==> src/pkg/sync_serial_port_defs.svh <==
// Purpose: Constants for the synchronous serial port.
// Assumes: 10 MHz system clock.
// Notes: Offsets are not used; the block has no software registers.
`ifndef SYNC_SERIAL_PORT_DEFS_SVH
`define SYNC_SERIAL_PORT_DEFS_SVH
`define SSP_WORD_W 16
`define SSP_FIFO_DEPTH 8
`define SSP_FIFO_AW 3
`define SSP_SIZE_MIN 4'h3
`define SSP_SIZE_RST 4'h7
`define SSP_PRESCALE_RST 8'h02
`define SSP_DIV_RST 8'h00
`endif

==> src/pkg/sync_serial_port_pkg.sv <==
// Purpose: Types shared by the synchronous serial port.
// Assumes: Nothing beyond the constants header.
// Notes: Frame formats are selected by a two-bit field.
`default_nettype none
package sync_serial_port_pkg;
  typedef enum logic [1:0] {
    FMT_SPI = 2'h0,
    FMT_SYNC = 2'h1,
    FMT_WIRE = 2'h2
  } frame_fmt_t;

  typedef struct packed {
    logic enable;
    logic master;
    logic slaveOutDisable;
    frame_fmt_t format;
    logic [3:0] sizeMinus1;
    logic clkPol;
    logic clkPha;
    logic [7:0] prescale;
    logic [7:0] divider;
  } port_cfg_t;

  typedef struct packed {
    logic txEmpty;
    logic txFull;
    logic rxEmpty;
    logic rxFull;
    logic busy;
  } port_status_t;
endpackage
`default_nettype wire

==> src/verilog/sync_serial_port.sv <==
// Purpose: Synchronous serial port with transmit and receive queues.
// Assumes: All inputs synchronous to sys_clk; configuration held stable while busy.
// Notes: SPI format mode 0/1/2/3; the other two formats reuse the same shifter
//        with frame select pulsed for half a bit period (sync) or held low (wire).
`default_nettype none
`include "sync_serial_port_defs.svh"

module ssp_fifo #(
  parameter int WIDTH = 16,
  parameter int DEPTH = 8
) (
  input wire logic sys_clk,
  input wire logic nrst,
  input wire logic [WIDTH-1:0] inData,
  input wire logic inValid,
  output logic inReady,
  output logic [WIDTH-1:0] outData,
  output logic outValid,
  input wire logic outReady,
  output logic empty,
  output logic full
);
  localparam int AW = $clog2(DEPTH);
  logic [WIDTH-1:0] mem [DEPTH];
  logic [AW-1:0] wrPtr_q, wrPtr_d, rdPtr_q, rdPtr_d;
  logic [AW:0] count_q, count_d;
  logic push, pop;

  assign push = inValid && inReady;
  assign pop = outValid && outReady;
  assign inReady = (count_q != (AW+1)'(DEPTH));
  assign outValid = (count_q != '0);
  assign outData = mem[rdPtr_q];
  assign empty = !outValid;
  assign full = !inReady;

  always_comb begin
    wrPtr_d = push ? wrPtr_q + AW'(1) : wrPtr_q;
    rdPtr_d = pop ? rdPtr_q + AW'(1) : rdPtr_q;
    count_d = count_q + (AW+1)'(push) - (AW+1)'(pop);
  end

  always_ff @(posedge sys_clk) begin
    if (!nrst) begin
      wrPtr_q <= '0;
      rdPtr_q <= '0;
      count_q <= '0;
    end else begin
      wrPtr_q <= wrPtr_d;
      rdPtr_q <= rdPtr_d;
      count_q <= count_d;
    end
  end

  always_ff @(posedge sys_clk) begin
    if (push) begin
      mem[wrPtr_q] <= inData;
    end
  end
endmodule

// Summary of operation
// RULE1: The port drives a four-signal full-duplex link of clock, frame select, data out and data in.
// RULE2: Queued parallel words are shifted out serially and received bits are assembled into words.
// RULE3: The frame length is configurable from four to sixteen bits inclusive.
// RULE4: Separate eight-word, 16-bit transmit and receive queues operate independently; the code starts no transfer while the receive queue is full.
// RULE5: One of three frame formats, SPI among them, is selected by configuration.
// RULE6: The port acts as master driving clock and frame, or as slave following them.
// RULE7: A slave may be configured to leave its data output undriven.
// RULE8: The master serial clock comes from a prescaler followed by a bit-rate divider.
// RULE9: The user must pick a bit rate that the attached peripheral accepts.
// RULE10: Empty and full status is reported for both queues.
module sync_serial_port (
  input wire logic sys_clk,
  input wire logic nrst,
  input wire sync_serial_port_pkg::port_cfg_t cfg,
  input wire logic [15:0] txData,
  input wire logic txValid,
  output logic txReady,
  output logic [15:0] rxData,
  output logic rxValid,
  input wire logic rxReady,
  output sync_serial_port_pkg::port_status_t status,
  output logic sclkOut,
  output logic sclkOe,
  input wire logic sclkIn,
  output logic frameOut,
  output logic frameOe,
  input wire logic frameIn,
  output logic dataOut,
  output logic dataOe,
  input wire logic dataIn
);
  typedef enum logic [1:0] {IDLE, LEAD, SHIFT} shift_state_t;

  // ----------------------------------------------------------------
  // Queues
  // ----------------------------------------------------------------
  logic [15:0] txHead, rxWord;
  logic txHeadValid, txPop, rxPush, rxInReady;
  logic txEmpty, txFull, rxEmpty, rxFull, rxOutValid;
  logic [15:0] rxOutData;

  ssp_fifo #(.WIDTH(`SSP_WORD_W), .DEPTH(`SSP_FIFO_DEPTH)) txQueue ( // RULE4
    .sys_clk(sys_clk), .nrst(nrst),
    .inData(txData), .inValid(txValid), .inReady(txReady),
    .outData(txHead), .outValid(txHeadValid), .outReady(txPop),
    .empty(txEmpty), .full(txFull)
  );

  ssp_fifo #(.WIDTH(`SSP_WORD_W), .DEPTH(`SSP_FIFO_DEPTH)) rxQueue ( // RULE4
    .sys_clk(sys_clk), .nrst(nrst),
    .inData(rxWord), .inValid(rxPush), .inReady(rxInReady),
    .outData(rxOutData), .outValid(rxOutValid), .outReady(rxReady),
    .empty(rxEmpty), .full(rxFull)
  );

  assign rxData = rxOutData;
  assign rxValid = rxOutValid;

  // ----------------------------------------------------------------
  // Bit clock generation
  // ----------------------------------------------------------------
  logic [7:0] preCnt_q, preCnt_d, divCnt_q, divCnt_d;
  logic halfTick;

  always_comb begin
    preCnt_d = preCnt_q + 8'h01;
    divCnt_d = divCnt_q;
    halfTick = 1'b0;
    if (preCnt_q >= cfg.prescale) begin // RULE8
      preCnt_d = 8'h00;
      divCnt_d = divCnt_q + 8'h01;
      if (divCnt_q >= cfg.divider) begin // RULE8
        divCnt_d = 8'h00;
        halfTick = 1'b1;
      end
    end
  end

  always_ff @(posedge sys_clk) begin
    if (!nrst) begin
      preCnt_q <= 8'h00;
      divCnt_q <= 8'h00;
    end else begin
      preCnt_q <= preCnt_d;
      divCnt_q <= divCnt_d;
    end
  end

  // ----------------------------------------------------------------
  // Slave edge detection on the incoming clock; frame select level decode
  // ----------------------------------------------------------------
  logic sclkPrev_q, slvSel;
  logic slvRise, slvFall;
  assign slvRise = sclkIn && !sclkPrev_q;
  assign slvFall = !sclkIn && sclkPrev_q;
  assign slvSel = (cfg.format == sync_serial_port_pkg::FMT_SYNC) ? frameIn : !frameIn;

  always_ff @(posedge sys_clk) begin
    // Following the pin through reset avoids a false edge when the clock idles high.
    sclkPrev_q <= sclkIn;
  end

  // ----------------------------------------------------------------
  // Shifter
  // ----------------------------------------------------------------
  shift_state_t state_q, state_d;
  logic [15:0] txSh_q, txSh_d, rxSh_q, rxSh_d;
  logic [3:0] bitCnt_q, bitCnt_d, size;
  logic sclk_q, sclk_d, frame_q, frame_d, dout_q, dout_d;
  logic sampleEdge, launchEdge, edgeNow, lastBit;

  assign size = (cfg.sizeMinus1 < `SSP_SIZE_MIN) ? `SSP_SIZE_MIN : cfg.sizeMinus1; // RULE3
  assign lastBit = (bitCnt_q == size);

  always_comb begin
    if (cfg.master) begin // RULE6
      edgeNow = halfTick;
      sampleEdge = halfTick && (sclk_q == (cfg.clkPol ^ cfg.clkPha));
      launchEdge = halfTick && !sampleEdge;
    end else begin
      edgeNow = slvRise || slvFall;
      sampleEdge = (slvRise && !(cfg.clkPol ^ cfg.clkPha)) ||
                   (slvFall && (cfg.clkPol ^ cfg.clkPha));
      launchEdge = edgeNow && !sampleEdge;
    end
  end

  always_comb begin
    state_d = state_q;
    txSh_d = txSh_q;
    rxSh_d = rxSh_q;
    bitCnt_d = bitCnt_q;
    sclk_d = sclk_q;
    frame_d = frame_q;
    dout_d = dout_q;
    txPop = 1'b0;
    rxPush = 1'b0;
    rxWord = rxSh_q;
    unique case (state_q)
      IDLE: begin
        sclk_d = cfg.clkPol;
        frame_d = (cfg.format == sync_serial_port_pkg::FMT_SYNC) ? 1'b0 : 1'b1;
        bitCnt_d = 4'h0;
        if (cfg.enable && txHeadValid && rxInReady &&
            (cfg.master ? halfTick : slvSel)) begin
          txPop = 1'b1; // RULE2
          txSh_d = txHead << (4'hF - size);
          rxSh_d = 16'h0000;
          dout_d = txHead[size];
          state_d = LEAD;
          frame_d = (cfg.format == sync_serial_port_pkg::FMT_SYNC); // RULE5
        end
      end
      LEAD: begin
        if (cfg.master && halfTick) begin
          state_d = SHIFT;
          if (cfg.format == sync_serial_port_pkg::FMT_SYNC) begin
            frame_d = 1'b0;
          end
        end else if (!cfg.master) begin
          state_d = SHIFT;
        end
      end
      SHIFT: begin
        if (cfg.master && edgeNow) begin
          sclk_d = !sclk_q; // RULE1
        end
        if (sampleEdge) begin
          rxSh_d = {rxSh_q[14:0], dataIn}; // RULE2
          if (lastBit) begin
            rxPush = 1'b1;
            rxWord = {rxSh_q[14:0], dataIn};
            state_d = IDLE;
          end
        end
        if (launchEdge) begin
          txSh_d = {txSh_q[14:0], 1'b0};
          // With the late phase the first launch must still show the top bit.
          dout_d = cfg.clkPha ? txSh_q[15] : txSh_d[15];
        end
        if (sampleEdge) begin
          bitCnt_d = bitCnt_q + 4'h1;
        end
        if (!cfg.master && !slvSel && cfg.format != sync_serial_port_pkg::FMT_SYNC) begin
          state_d = IDLE;
        end
      end
      default: state_d = IDLE;
    endcase
    if (!cfg.enable) begin
      state_d = IDLE;
    end
  end

  always_ff @(posedge sys_clk) begin
    if (!nrst) begin
      state_q <= IDLE;
      txSh_q <= 16'h0000;
      rxSh_q <= 16'h0000;
      bitCnt_q <= 4'h0;
      sclk_q <= 1'b0;
      frame_q <= 1'b1;
      dout_q <= 1'b0;
    end else begin
      state_q <= state_d;
      txSh_q <= txSh_d;
      rxSh_q <= rxSh_d;
      bitCnt_q <= bitCnt_d;
      sclk_q <= sclk_d;
      frame_q <= frame_d;
      dout_q <= dout_d;
    end
  end

  // ----------------------------------------------------------------
  // Pin drivers and status
  // ----------------------------------------------------------------
  logic dataOe_q, ctlOe_q;
  always_ff @(posedge sys_clk) begin
    if (!nrst) begin
      dataOe_q <= 1'b0;
      ctlOe_q <= 1'b0;
      status <= '0;
    end else begin
      ctlOe_q <= cfg.enable && cfg.master; // RULE6
      dataOe_q <= cfg.enable && (cfg.master || (!cfg.slaveOutDisable && slvSel)); // RULE7
      status <= '{txEmpty: txEmpty, txFull: txFull, rxEmpty: rxEmpty,
                  rxFull: rxFull, busy: (state_q != IDLE)}; // RULE10
    end
  end

  assign sclkOut = sclk_q;
  assign frameOut = frame_q;
  assign dataOut = dout_q;
  assign sclkOe = ctlOe_q;
  assign frameOe = ctlOe_q;
  assign dataOe = dataOe_q;

  // ----------------------------------------------------------------
  // Checks
  // ----------------------------------------------------------------
  property p_rule10;
    @(posedge sys_clk) disable iff (!nrst)
      $past(nrst) |-> (status.txEmpty == $past(txEmpty)) && (status.rxFull == $past(rxFull));
  endproperty
  a_rule10: assert property (p_rule10) else $error("tx empty status wrong"); // RULE10

  property p_rule7;
    @(posedge sys_clk) disable iff (!nrst)
      (!cfg.master && cfg.slaveOutDisable) |=> !dataOe;
  endproperty
  a_rule7: assert property (p_rule7) else $error("slave drove data"); // RULE7

  property p_rule6;
    @(posedge sys_clk) disable iff (!nrst) !cfg.master |=> !sclkOe && !frameOe;
  endproperty
  a_rule6: assert property (p_rule6) else $error("slave drove clock"); // RULE6

  property p_rule8;
    @(posedge sys_clk) disable iff (!nrst) halfTick |-> preCnt_q >= cfg.prescale;
  endproperty
  a_rule8: assert property (p_rule8) else $error("tick without prescale"); // RULE8

  property p_rule3;
    @(posedge sys_clk) disable iff (!nrst) size >= `SSP_SIZE_MIN;
  endproperty
  a_rule3: assert property (p_rule3) else $error("frame under four bits"); // RULE3

  property p_rule4;
    @(posedge sys_clk) disable iff (!nrst) txFull |-> !txReady;
  endproperty
  a_rule4: assert property (p_rule4) else $error("tx queue accepts when full"); // RULE4

  property p_rule2;
    @(posedge sys_clk) disable iff (!nrst) txPop |=> state_q == LEAD;
  endproperty
  a_rule2: assert property (p_rule2) else $error("pop without frame"); // RULE2

  property p_rule1;
    @(posedge sys_clk) disable iff (!nrst) (state_q == IDLE && cfg.master) |=> sclkOut == $past(cfg.clkPol);
  endproperty
  a_rule1: assert property (p_rule1) else $error("idle clock level wrong"); // RULE1

  property p_rule5;
    @(posedge sys_clk) disable iff (!nrst)
      (state_q == IDLE && cfg.format == sync_serial_port_pkg::FMT_SPI && !txPop) |=> frameOut;
  endproperty
  a_rule5: assert property (p_rule5) else $error("spi frame active in idle"); // RULE5
endmodule
`default_nettype wire

==> config.mk <==
export PLATFORM = sky130hd
export DESIGN_NAME = sync_serial_port
export DESIGN_NICKNAME = d
export VERILOG_FILES = /design/src/pkg/sync_serial_port_pkg.sv /design/src/verilog/sync_serial_port.sv
export VERILOG_INCLUDE_DIRS = /design/src /design/src/pkg
export SDC_FILE = /design/constraint.sdc
export NUM_CORES = 1
export LEC_CHECK = 0
export ABC_AREA = 1
export BUFFER_PORTS_ARGS = -buffer_cell sky130_fd_sc_hd__buf_2
export CORE_ASPECT_RATIO = 1.4
export CORE_MARGIN = 2
export CORE_UTILIZATION = 60
export DETAILED_ROUTE_END_ITERATION = 8
export PLACE_DENSITY = 0.84
export SLEW_MARGIN = 20
export SYNTH_ARGS = -nofsm -noshare
export SYNTH_HDL_FRONTEND = slang
export SYNTH_HIERARCHICAL = 1
export SYNTH_SLANG_ARGS = --single-unit
==> constraint.sdc <==
create_clock -name sys_clk -period 7.2 [get_ports sys_clk]
set_input_delay 1.44 -clock sys_clk [delete_from_list [all_inputs] [get_ports sys_clk]]
set_output_delay 1.44 -clock sys_clk [all_outputs]
set_load 0.01 [all_outputs]
# Yosys cells after proc, flatten, opt, wreduce, memory -nomap -nowiden
# Memory sizes are Yosys's and may differ from the RTL's. A register that Yosys moved wholly into a read port is not among the register bits.
# Cells that the tools add are included.
# op_classes
shifts	1
bitwise_logic	2
div	0
reduce_logical	52
n_lt_le_gt_ge	4
mul	0
muxes	53
n_eq_ne	17
addsub	12
# op_table
op	n
$mux 16	7
$pmux 16 s2	2
$mux 1	25
$logic_and 1x1->1	21
$add 8x1->8 const B	2
$ge 8x8->1	2
$shl 16x4->16	1
$logic_not 1->1	14
$add 3x1->3 const B	4
$mux 2	6
$mux 3	4
$ne 2x2->1 const B	6
$ne 3x3->1 const B	3
$reduce_and 3->1	3
$add 4x1->4	2
$mux 4	2
$mux 8	1
$ne 4x4->1 const B	2
$pmux 4 s2	1
$reduce_bool 4->1	2
$sub 4x1->4	2
$pmux 1 s2	3
$pmux 2 s3	1
$reduce_and 2->1	3
17 further kinds	22
# word_totals
rom_bits	0
ram_bits	256
inputBits	50
out_inout_bits	29
mem_count	2
elab_cells	166
latch_bits	0
ff_bits	85
# mem_list
name	words	width	rd	rd_clocked_by_memory_dff	write_ports	line_no	text
rxQueue.mem	8	16	1	1	1	sync_serial_port.sv:24	logic [WIDTH-1:0] mem [DEPTH];
txQueue.mem	8	16	1	1	1	sync_serial_port.sv:24	

# Logic depth before layout (Yosys ltp)
# Gate-level depths: netlist of the first run.
# depth
word_depth	10
depth_mapped	23
mapped_depth_nobuf	22

# Hierarchy
# Netlist of the first run, hierarchy kept.
# modules_own_cells
mod	n_inst	cells_each	seq_area_each_um2	area_each_um2
ssp_fifo at rxQueue	1	652	4103.9	6309.8
ssp_fifo at txQueue	1	652	4103.9	6303.5
sync_serial_port	1	716	1301.2	4438.0

# Worst setup path after synthesis of the first run
# Ideal clock, no wire load.
# synth_path
kind	in2reg
from	input cfg[9] (netlist name)
to	memory rxQueue.mem[0][0], enable pin
required_time_ps	6812
setup_time_ps	388
arrival_time_ps	3884
stages	16
n_path_buf	1
slack_ps	2928
path_cell_list	inv_1 -> ha_1 -> nand2_1 -> nand3_1 -> nand2_1 -> nand2_1 -> nand2_1 -> nand2_1 -> nand4_1 -> nand2_2 -> nand2_1 -> nor2_4 -> buf_4 -> a21boi_2 -> nand2_1 -> nor2_1
# synth_via
elab_chain_cells	9
# synth_rtl
element	line_no	text
start: declaration	sync_serial_port.sv:76	input wire sync_serial_port_pkg::port_cfg_t cfg,
$ge 8x8->1	sync_serial_port.sv:131	if (preCnt_q >= cfg.prescale) begin
$mux 1	sync_serial_port.sv:131	
$logic_and 1x1->1	sync_serial_port.sv:180	sampleEdge = halfTick && (sclk_q == (cfg.clkPol ^ cfg.clkPha));
$mux 1	sync_serial_port.sv:178	if (cfg.master) begin
$mux 1	sync_serial_port.sv:230	if (sampleEdge) begin
$mux 1	sync_serial_port.sv:201	unique case (state_q)
net rxPush	sync_serial_port.sv:100	logic txHeadValid, txPop, rxPush, rxInReady;
$logic_and 1x1->1	sync_serial_port.sv:29	assign push = inValid && inReady;
$mux 1	sync_serial_port.sv:56	if (push) begin
$mux 1 (not written as such)	sync_serial_port.sv:57	mem[wrPtr_q] <= inData;
end: declaration	sync_serial_port.sv:24	
# The timed path passes the listed nets, and every way through them passes these cells.

# Worst setup path in the final report of the first run
# layout_path
from	input cfg[20] (netlist name)
to	register rxQueue.count_q[2]
# layout_via
elab_chain_cells	9
# layout_rtl
element	line_no	text
$lt 4x2->1 (no line)	n/a	
$mux 4 (*)	sync_serial_port.sv:174	assign size = (cfg.sizeMinus1 < `SSP_SIZE_MIN) ? `SSP_SIZE_MIN : cfg.sizeMinus1;
$eq 4x4->1 (*)	sync_serial_port.sv:175	assign lastBit = (bitCnt_q == size);
$mux 1 (*)	sync_serial_port.sv:232	if (lastBit) begin
$mux 1 (*)	sync_serial_port.sv:230	
$mux 1 (*)	sync_serial_port.sv:201	
$logic_and 1x1->1 (*)	sync_serial_port.sv:29	
$add 4x1->4 (*)	sync_serial_port.sv:40	count_d = count_q + (AW+1)'(push) - (AW+1)'(pop);
$sub 4x1->4 (*)	sync_serial_port.sv:40	
end signal: assignment	sync_serial_port.sv:51	count_q <= count_d;
end: declaration	sync_serial_port.sv:26	logic [AW:0] count_q, count_d;
# Every way passes the cells marked *; elsewhere a longest branch is shown, timed or not.
# A chain may end at the register's enable or synchronous reset.

==> results of run 1 <==
## critical path, stage by stage
cell,delay [ns]
buf_2,0.23
o21bai_2,0.75
nor2_1,0.12
nor4_2,0.35
nand2_1,0.16
nor2_4,0.52
a21boi_2,0.35
inv_1,0.06
nand2_1,0.13
nand2_1,0.08
ha_1,0.22
fa_1,0.40
nand2_1,0.08
nand2_1,0.05
nor2_1,0.10
## power by group
group	switching, mW	total (mW)	internal (mW)
registers	0.0565	2.37	2.31
logic	0.880	1.30	0.422
clock network	0.702	1.75	1.05
## registers in the layout, summed over array words and instances, names as in the netlist, named ones only
signal           cells
sclkOut              1
preCnt_q             8
dataOut              1
txQueue/rdPtr_q      3
sclkPrev_q           1
divCnt_q             8
status               5
rxQueue/rdPtr_q      3
bitCnt_q             4
rxSh_q              16
rxQueue/wrPtr_q      3
frameOut             1
state_q              2
txQueue/wrPtr_q      3
frameOe              1
rxQueue/count_q      4
dataOe               1
txSh_q              16
txQueue/count_q      4
txQueue/mem        128
rxQueue/mem        128
## synth_stat cells (2+ instances only)
master / number / area, um2
a21boi_0: 2 / 15.0
a21boi_2: 2 / 22.5
a21oi_1: 45 / 225
buf_1: 4 / 15.0
buf_2: 34 / 170
buf_4: 12 / 90.1
buf_6: 18 / 203
clkbuf_1: 10 / 37.5
dfxtp_1: 91 / 1820
edfxtp_1: 256 / 7690
fa_1: 2 / 40.0
ha_1: 35 / 438
inv_1: 384 / 1440
inv_2: 3 / 11.3
nand2_1: 643 / 2410
nand2_2: 4 / 25.0
nand3_1: 204 / 1020
nand3b_1: 11 / 82.6
nand4_1: 9 / 56.3
nor2_1: 149 / 559
nor2_4: 5 / 56.3
nor3_1: 3 / 15.0
o211ai_1: 13 / 97.6
o21ai_0: 37 / 185
o21ai_1: 7 / 35.0
o22ai_1: 4 / 25.0
or2_1: 3 / 18.8
or2_2: 8 / 50.1
xor2_1: 5 / 43.8
## cell type report
type | instances | area [um2] | area share, %
Timing Repair Buffer | 103 | 578 | 3.10
Sequential cell | 347 | 9510 | 50.9
Multi-Input combinational cell | 1207 | 5570 | 29.8
Inverter | 387 | 1450 | 7.78
Antenna cell | 1 | 2.50 | 0.0134
Tap cell | 375 | 469 | 2.51
Clock inverter | 16 | 236 | 1.27
Clock buffer | 40 | 851 | 4.56
## placed cells by master, fill, tap and decap left out, types with 4 or more instances in the layout
cell         n
inv_1      382
or2_2        8
clkinv_1     6
nor2_1     149
nand2_2      4
buf_4       25
a21oi_1     45
nand4_1      9
nand2_1    643
xor2_1       5
o21ai_0     36
bufinv_16    6
o21ai_1      8
nand3_1    204
edfxtp_1   256
clkbuf_16   32
clkbuf_1     6
ha_1        35
o211ai_1    13
dfxtp_1     89
buf_2       78
nor2_4       5
o22ai_1      4
nand3b_1    11
## final timing paths
kind / startpoint / to / slack, ns / cells after the start
worst min-delay path: preCnt_q[0]$_SDFF_PP0_ / preCnt_q[0]$_SDFF_PP0_ / 0.49 / 1
worst min register to register: preCnt_q[0]$_SDFF_PP0_ / preCnt_q[0]$_SDFF_PP0_ / 0.49 / 1
worst max register to register: preCnt_q[0]$_SDFF_PP0_ / rxQueue/count_q[2]$_SDFF_PN0_ / 3.27 / 21
worst max-delay path: cfg[20] / rxQueue/count_q[2]$_SDFF_PN0_ / 2.65 / 15
## per-layer routing
metal / vias up / routed length [um] / track usage, %
met4: 4 / 1470 / 11.6
met1: 5928 / 12700 / 25.1
met2: 385 / 19300 / 46.2
met5: - / 26 / 0
met3: 106 / 2130 / 3.38
li1: 6429 / - / -
## per-stage QoR
stage | total power, mW | instances
final | 5.42 | 2476
after global routing | 5.70 | 2476
after CTS | 5.44 | 2475
after detailed placement | 3.70 | 2419
after global placement | 3.64 | 2419
after floorplan | 3.40 | 2020
## cells by family (layout without fill, tap and decap cells)
family	after synthesis	in the layout	synth area share (%)
other cells	0	1	0
mux	1	1	0.0587
flops	347	347	55.8
simple gates	1046	1046	25.6
xor+xnor	6	6	0.308
buf+inv	466	546	11.6
fa+ha+maj	37	37	2.80
compound gates	117	117	3.88
==> results.md, run 1 <==
- TritonCTS Buffers: 31
- Share of layout cells above drive strength 1: 8.52%
- Register area share after synthesis: 55.8%
- Maximum fanout along the worst path: 35
- Max-slew headroom: 26.3%
- Fraction of registers with async set/reset: 0%
- Core area: 28200 um2
- Post-CTS sizing: 0
- DR iter-0 viols: 790
- Port Buffer Count: 78
- Boundary Pins: 79
- Pwr dens: 290 nW/um2
- Routability Congestion: 0.909
- Area growth syn-to-layout: 9.50%
- Worst EP required: 7.70 ns
- Mapped Area: 17100 um2
- Layout Skew: 0.00750 ns
- Post-layout instance area: 18700 um2
- Final WL: 35600 um
- Clk pin slew, worst setup/hold paths: 0.06 ns
- Clock tree buffer depth: 3
- Initial antenna violation count: 3
- Net count, final: 2164
- Final hold vios: 0
- Final setup viols: 0
- First-pass GRT wire length: 57600 um
- Post-synth net total: 2107
- Largest net degree at the start of global routing: 66
- Outcome: finished, final reports clean
- Setup crit start kind: input pin
- Clock Sinks: 347
- Fillers: 2196
- Starting density of the core: 60.4%
- Root Buffer: clkbuf_16
- Post-route minimum period: 4.55 ns
- DP HPWL: 22700 um
- Fin crit share: 63.1%
- Vias in the first global route: 12500
- Avg Cell Area, Syn: 8.44 um2
- DRT Pass-1 Iters: 5
- CP Class: in2reg
- Synth Flop Type: edfxtp_1
- Pre-CTS setup slack: 2.11 ns
- H-tree depth: 1
- Dpl cell area: 17600 um2
- Number of synthesized flops with an enable pin: 256
- DR WL/cell: 14.4 um
- Syn Inst Count: 2020
- Site row count: 73
- Clock latency on the worst-skew pair: 0.57 ns
- HP Class: reg2reg
- Die ar.: 29800 um2
- Post-synthesis cell type count: 46
- Leakage dissipation: 8.90 nW
- CTS tree: built
- Final Core Density: 66.2%
- Max-cap violations: 0
- Yosys reg bits: 347
- Routed Antenna Nets: 0
- Drt drc: 0
- Postcts setup bufs: 0
- Worst hold slack: 0.487 ns
- Die width: 146 um
- RSZ-0062 raised after global routing: no
- FMAX: 220 MHz
- Hold Buf Count CTS: 0
- Global-route usage over all layers: 23.8%
- Worst path arrival time: 5.05 ns
- Vias after detailed routing: 12900
- Synth Warn #: 6
- Worst Tran Pin Value: 1.10 ns
- Fin Setup TNS: 0 ns
- GR Overflow Total: 0
- Crit. End Element: flip-flop
- Chip height: 203 um
- Maximum vdd drop: 0.000260 V
- Via density: 5.19
- Slew Viols, Final: 0
- Setup slack after layout: 2.65 ns
Note: power is estimated with default switching activity, not from simulation.
==> run 2: changes to the inputs <==
Settings changed: ABC_AREA 1 to 0, CORE_UTILIZATION 60 to 55, PLACE_DENSITY 0.84 to 0.82.
Clock period 7.2 ns to 3.9 ns, I/O delays scaled along.
==> run 2 against run 1 <==
Sequential share of layout area increased by 3.0 points. Combinational power up 8%. Area after synthesis down 9.2%. Critical path type unchanged. Critical endpoint unchanged. Largest power group unchanged.
==> results.md, run 2 <==
- Outcome: finished, final reports clean
- Pre-CTS setup slack: 0.0661 ns (-2.04 ns)
- Boundary Pins: 79 (unchanged)
- Core area: 27700 um2 (-2.0%)
- Synth Flop Type: edfxtp_1
- Setup slack after layout: 0.583 ns (-2.07 ns)
- Fin crit share: 85.0%
- Synth Warn #: 6 (unchanged)
- Setup crit start kind: input pin
- Fraction of registers with async set/reset: 0% (unchanged)
- Vias after detailed routing: 8847 (-31%)
- Routed Antenna Nets: 0 (unchanged)
- Die width: 146 um (-0.47%)
- Area contributors post-synth: edfxtp_1 50%, dfxtp_1 12%, mux4_1 9.5%
- Worst path arrival time: 3.71 ns (-1.34 ns)
- Biggest regs: rxQueue/mem: 128 flops, txQueue/mem: 128 flops
- DRT Pass-1 Iters: 6 (+1)
- CTS tree: built
- Leakage dissipation: 6.51 nW (-27%)
- DR WL/cell: 20.0 um (+39%)
- Most frequent cells in the layout: 256 x edfxtp_1, 91 x dfxtp_1, 78 x buf_2
- Commonest cells post-synth: 256 x edfxtp_1, 91 x dfxtp_1, 60 x nand2_1
- FMAX: 301 MHz
- Syn Inst Count: 1014 (-50%)
- DP HPWL: 19300 um (-15%)
- Root Buffer: clkbuf_16
- Final setup viols: 0 (unchanged)
- Pwr dens: 516 nW/um2 (+78%)
- Clock tree buffer depth: 3 (unchanged)
- Max-slew headroom: 39.9% (+14 points)
- Post-route minimum period: 3.32 ns
- Hold Buf Count CTS: 0 (unchanged)
- Port Buffer Count: 78 (unchanged)
- Avg Cell Area, Syn: 15.3 um2 (+81%)
- Global-route usage over all layers: 20.8% (-3.0 points)
- Most instantiated library cell after synthesis: edfxtp_1
- Placed cell count: 1442 (-40%)
- Via density: 5.88 (+13%)
- Crit. End Element: flip-flop
- Area growth syn-to-layout: 14.0%
- Share of layout cells above drive strength 1: 22.9% (+14 points)
- Worst EP required: 4.29 ns (-3.41 ns)
- Vias in the first global route: 9135 (-27%)
- Net count, final: 1195 (-45%)
- Clock Sinks: 347 (unchanged)
- Area of the multi-input gates: 5580 um2 (+0.25%)
- DR iter-0 viols: 697 (-12%)
- Fillers: 1937 (-12%)
- RSZ-0062 raised after global routing: no
- GR Overflow Total: 0 (unchanged)
- Chip height: 202 um (-0.48%)
- Drt drc: 0 (unchanged)
- Final WL: 30100 um (-15%)
- First-pass GRT wire length: 48700 um (-15%)
- Maximum fanout along the worst path: 4 (-89%)
- HP Class: in2reg
- Final hold vios: 0 (unchanged)
- Post-synth top area share: 49.7% (+4.6 points)
- Commonest non-fill, non-tap cell in the layout: edfxtp_1
- Clk pin slew, worst setup/hold paths: 0.06 ns (about the same)
- H-tree depth: 2 (+1)
- Worst Tran Pin Value: 0.900 ns (-0.198 ns)
- Clock latency on the worst-skew pair: 0.50 ns (-0.07 ns)
- Synth area leader: edfxtp_1
- Post-synth net total: 1101 (-48%)
- Die ar.: 29500 um2 (-0.95%)
- Mapped Area: 15500 um2 (-9.2%)
- Largest net degree at the start of global routing: 43 (-35%)
- Starting density of the core: 56.0% (-4.4 points)
- CP Class: in2reg
- Post-synthesis cell type count: 67 (+46%)
- Number of synthesized flops with an enable pin: 256 (unchanged)
- TritonCTS Buffers: 34 (+9.7%)
- Yosys reg bits: 347 (unchanged)
- Maximum vdd drop: 0.000463 V (+78%)
- Layout Skew: 0.0119 ns (+0.00440 ns)
- Slew Viols, Final: 0 (unchanged)
- Post-CTS sizing: 0 (unchanged)
- Routability Congestion: 0.913 (+0.42%)
- Site row count: 72 (-1.4%)
- Initial antenna violation count: 1 (-2)
- Postcts setup bufs: 0 (unchanged)
- Worst hold slack: 0.411 ns (-0.0753 ns)
- Max-cap violations: 0 (unchanged)
- Final Non-Filler Cells: 1504 (-39%)
- Register area share after synthesis: 61.4% (+5.7 points)
- Sequential cell area: 9510 um2 (about the same)
run 2: changes by cell type after synthesis, sizes merged, moves of 50 or more:
cell	delta
inv	-350
mux2	+50
mux4	+68
nand2	-585
nand3	-166
nor2	-121
run 2: through the flow:
stage          TNS (ns)  utilization, %  instance area, um2  power [mW]
2_1_floorplan    -26.69               -               15500        5.35
3_3_place_gp          0            59.5               16400        5.68
3_5_place_dp          0            59.5               16400        5.73
4_1_cts               0            63.8               17600        9.18
5_1_grt               0            63.8               17600        9.47
6_report              0            63.8               17600        9.11
run 2: final timing paths:
kind / from / to / slack (ns) / depth (start not counted)
hold / removal: sclkIn / sclkPrev_q$_DFF_P_ / 0.41 / 1
hold reg to reg: rxSh_q[15]$_SDFFE_PN0P_ / rxSh_q[15]$_SDFFE_PN0P_ / 0.45 / 2
setup reg to reg: preCnt_q[5]$_SDFF_PP0_ / rxQueue/count_q[2]$_SDFF_PN0_ / 0.61 / 14
setup / recovery: cfg[15] / rxQueue/count_q[2]$_SDFF_PN0_ / 0.58 / 16
run 2: logic make-up after synthesis:
logic type / after synthesis / share of synthesized area, %
xor gates and xnor gates: 23 / 1.30
muxes: 163 / 18.0
buffers and inverters: 92 / 2.96
DFF: 347 / 61.4
and+or+nand+nor: 222 / 7.15
adders and majority gates: 37 / 3.09
AOI/OAI and AO/OA: 130 / 6.05
run 2: worst max-delay path: stages:
cell      delay (ns)
buf_2           0.08
inv_1           0.03
ha_1            0.29
nand2_1         0.10
or3_4           0.35
o221ai_2        0.27
nand4_1         0.17
o32a_1          0.21
or2_1           0.24
inv_1           0.11
nand2_2         0.06
xnor2_1         0.12
ha_1            0.22
fa_1            0.39
xor2_1          0.15
and2_1          0.15
run 2: layout make-up:
type,count,share of cell area [%]
antenna,2,0.0284
clock buffer,41,5.33
clock inverter,19,1.43
inverter,38,0.809
multi-input combinational,575,31.6
sequential,347,53.9
tap,370,2.62
timing repair buffer,112,4.23
run 2: metal layers:
layer	vias up	wire, um	global-route usage (%)
met5	-	0	0
met4	0	791	6.51
met3	73	1630	3.42
met2	269	16400	39.0
met1	4347	11300	24.3
li1	4158	-	-
run 2: where the power goes:
group | total (mW) | switching [mW] | internal, mW
Combinational | 1.40 | 0.715 | 0.689
Sequential | 4.25 | 0.124 | 4.12
Clock | 3.46 | 1.34 | 2.12
==> run 3: changes to the inputs <==
Settings changed: CORE_UTILIZATION 55 to 57, CTS_BUF_LIST set to sky130_fd_sc_hd__clkbuf_2, PLACE_DENSITY 0.82 to 0.84, SYNTH_HIERARCHICAL 1 to unset.
==> run 3 against run 2 <==
Die area is 4.7% lower. Critical path type is now reg2out. Maximum frequency is 8.0% lower. Final cell count is 4.9% higher. Via count is 3.5% higher. Utilization is 0.44 points higher. Count of clock-buffer cells in the layout is 73 higher. Combinational power is 15% lower. Critical path depth is 12 lower. Synthesized cell count is 3.5% higher. Highest routed layer unchanged. Area after synthesis is 1.4% lower. Non-clock buffer count is 3 lower. Sequential power hardly changed.
==> results.md, run 3 <==
- Chip height: 198 um (-2.4%)
- Routed Antenna Nets: 0 (unchanged)
- Pwr dens: 457 nW/um2 (-12%)
- Clock Sinks: 347 (unchanged)
- Die width: 142 um (-2.4%)
- Switching share of total power: 27.8% (+3.9 points)
- Mapped Area: 15300 um2 (-1.4%)
- Final hold vios: 0 (unchanged)
- Most instantiated library cell after synthesis: edfxtp_1
- Avg Cell Area, Syn: 14.6 um2 (-4.6%)
- Commonest non-fill, non-tap cell in the layout: edfxtp_1
- Crit. End Element: primary output
- Boundary Pins: 79 (unchanged)
- Placed cell count: 1430 (-0.83%)
- Post-route minimum period: 3.60 ns (+0.287 ns)
- Core area: 26300 um2 (-5.0%)
- Drt drc: 0 (unchanged)
- Postcts setup bufs: 0 (unchanged)
- Area contributors post-synth: edfxtp_1 50%, dfxtp_1 12%, mux4_2 8.1%
- Layout Skew: 0.0630 ns (+0.0511 ns)
- FMAX: 277 MHz (-8.0%)
- Final WL: 30400 um (+0.84%)
- Synth area leader: edfxtp_1
- Worst EP required: 3.12 ns (-1.17 ns)
- H-tree depth: 3 (+1)
- Biggest regs: rxQueue.mem: 128 flops, txQueue.mem: 128 flops
- Final Non-Filler Cells: 1578 (+4.9%)
- Clock latency on the worst-skew pair: 0.86 ns (+0.36 ns)
- Commonest cells post-synth: 256 x edfxtp_1, 91 x dfxtp_1, 83 x nor2_1
- Site row count: 70 (-2.8%)
- Post-CTS sizing: 0 (unchanged)
- Vias after detailed routing: 9157 (+3.5%)
- DP HPWL: 20400 um (+5.8%)
- Area growth syn-to-layout: 10.5%
- Clk pin slew, worst setup/hold paths: 0.11 ns (+0.05 ns)
- Initial antenna violation count: 3 (+2)
- Post-synth net total: 1138 (+3.4%)
- Synth Flop Type: edfxtp_1
- Fin crit share: 92.4% (+7.4 points)
- Starting density of the core: 58.1% (+2.1 points)
- Leakage dissipation: 5.95 nW (-8.6%)
- Worst path arrival time: 2.82 ns (-0.89 ns)
- Port Buffer Count: 78 (unchanged)
- CP Class: reg2out
- Root Buffer: clkbuf_2
- Outcome: finished, final reports clean
- Routability Congestion: 0.908 (-0.55%)
- HP Class: in2reg
- Combinational fraction of design power: 15.5% (about the same)
- Vias in the first global route: 9374 (+2.6%)
- Clock network power share: 29.8% (-8.1 points)
- Register area share after synthesis: 62.3% (+0.85 points)
- TritonCTS Buffers: 79 (+130%)
- DRT Pass-1 Iters: 6 (unchanged)
- Die ar.: 28100 um2 (-4.7%)
- Syn Inst Count: 1049 (+3.5%)
- First-pass GRT wire length: 48200 um (-1.1%)
- Post-synthesis cell type count: 79 (+18%)
- CTS tree: built
- Global-route usage over all layers: 22.1% (+1.3 points)
- Slew Viols, Final: 0 (unchanged)
- Fraction of registers with async set/reset: 0% (unchanged)
- Final Power: 7.71 mW (-15%)
- Maximum vdd drop: 0.000312 V (-33%)
- DR WL/cell: 19.3 um (-3.9%)
- CP peak stage delay: 0.76 ns (+0.37 ns)
- Register share of total power: 54.8% (+8.2 points)
- Share of layout cells above drive strength 1: 27.8% (+4.9 points)
- Int Power: 5.56 mW (-20%)
- GR Overflow Total: 0 (unchanged)
- Synth Warn #: 0 (-6)
- Switch Pwr: 2.14 mW (-1.4%)
- Setup crit start kind: flip-flop
- Hold Buf Count CTS: 0 (unchanged)
- Setup slack after layout: 0.296 ns (-0.287 ns)
- Number of synthesized flops with an enable pin: 256 (unchanged)
- Final setup viols: 0 (unchanged)
- Clock tree buffer depth: 3 (unchanged)
- Worst Tran Pin Value: 1.06 ns (+0.163 ns)
- Max-slew headroom: 29.0% (-11 points)
- Maximum fanout along the worst path: 17 (+13)
- Max-cap violations: 0 (unchanged)
- Post-synth top area share: 50.3% (+0.68 points)
- Via density: 5.80 (-1.3%)
- Yosys reg bits: 347 (unchanged)
- RSZ-0062 raised after global routing: no
- Worst-path cell chain: buf_12 -> mux4_2 -> mux2_2 -> buf_2
- Most frequent cells in the layout: 256 x edfxtp_1, 114 x clkbuf_2, 89 x dfxtp_1
- Largest net degree at the start of global routing: 40 (-7.0%)
- DR iter-0 viols: 599 (-14%)
- Pre-CTS setup slack: 0.229 ns (+0.163 ns)
- Slowest cell on crit path: dfxtp_2
- Fillers: 1889 (-2.5%)
- Net count, final: 1276 (+6.8%)
[run 3: final cells by class]
class	instances	area, um2	share of cell area (%)
Sequential cell	347	9510	56.4
Multi-Input combinational cell	608	5350	31.7
Timing Repair Buffer	109	686	4.06
Clock buffer	114	571	3.38
Tap cell	324	405	2.40
Clock inverter	31	186	1.10
Inverter	42	158	0.934
Antenna cell	3	7.51	0.0445
[run 3: cells by family after synthesis]
kind of cell / after synthesis / synth area share, %
compound gates: 140 / 6.79
xor+xnor: 30 / 1.72
fa+ha+maj: 39 / 3.29
buf+inv: 94 / 2.90
flops: 347 / 62.3
mux: 143 / 15.0
simple gates: 256 / 8.06
[run 3: worst paths after layout]
kind                                 from                             to  slack, ns  cells past startpoint
setup / recovery                flip-flop                      rxData[3]       0.30                      4
hold / removal                     sclkIn             sclkPrev_q$_DFF_P_       0.12                      1
setup reg to reg   preCnt_q[0]$_SDFF_PP0_  txQueue.count_q[2]$_SDFF_PN0_       0.60                     13
hold reg to reg   rxSh_q[15]$_SDFFE_PN0P_        rxSh_q[15]$_SDFFE_PN0P_       0.47                      2
[run 3: power by group through the flow]
stage | clock, mW | combinational [mW] | sequential, mW
finish | 2.30 | 1.19 | 4.22
floorplan | 0 | 0.912 | 4.24
detailed placement | 0 | 1.19 | 4.31
CTS | 2.37 | 1.20 | 4.23
global route | 2.56 | 1.32 | 4.25
global placement | 0 | 1.16 | 4.30
[run 3: per-stage QoR]
stage	TNS, ns	instance area [um2]	utilization (%)	hold WS (ns)
2_1_floorplan	-36.31	15300	-	0.432
3_3_place_gp	0	16100	61.3	0.446
3_5_place_dp	0	16100	61.3	0.449
4_1_cts	0	16900	64.2	0.0302
5_1_grt	0	16900	64.2	0.0548
6_report	0	16900	64.2	0.117
[run 3: per-layer routing]
metal / GRT usage (%) / vias up / share of wire (%)
li1: - / 4348 / -
met1: 24.3 / 4496 / 38
met2: 40.5 / 256 / 54
met3: 4.92 / 57 / 4.8
met4: 9.72 / 0 / 3.0
met5: 0 / - / 0
[run 3: worst max-delay path, delay by kind of cell (launching register included)]
| family | cells | cell delay [ns] |
|---|---|---|
| flops | 1 | 0.76 |
| mux | 2 | 0.82 |
| buf+inv | 2 | 0.40 |
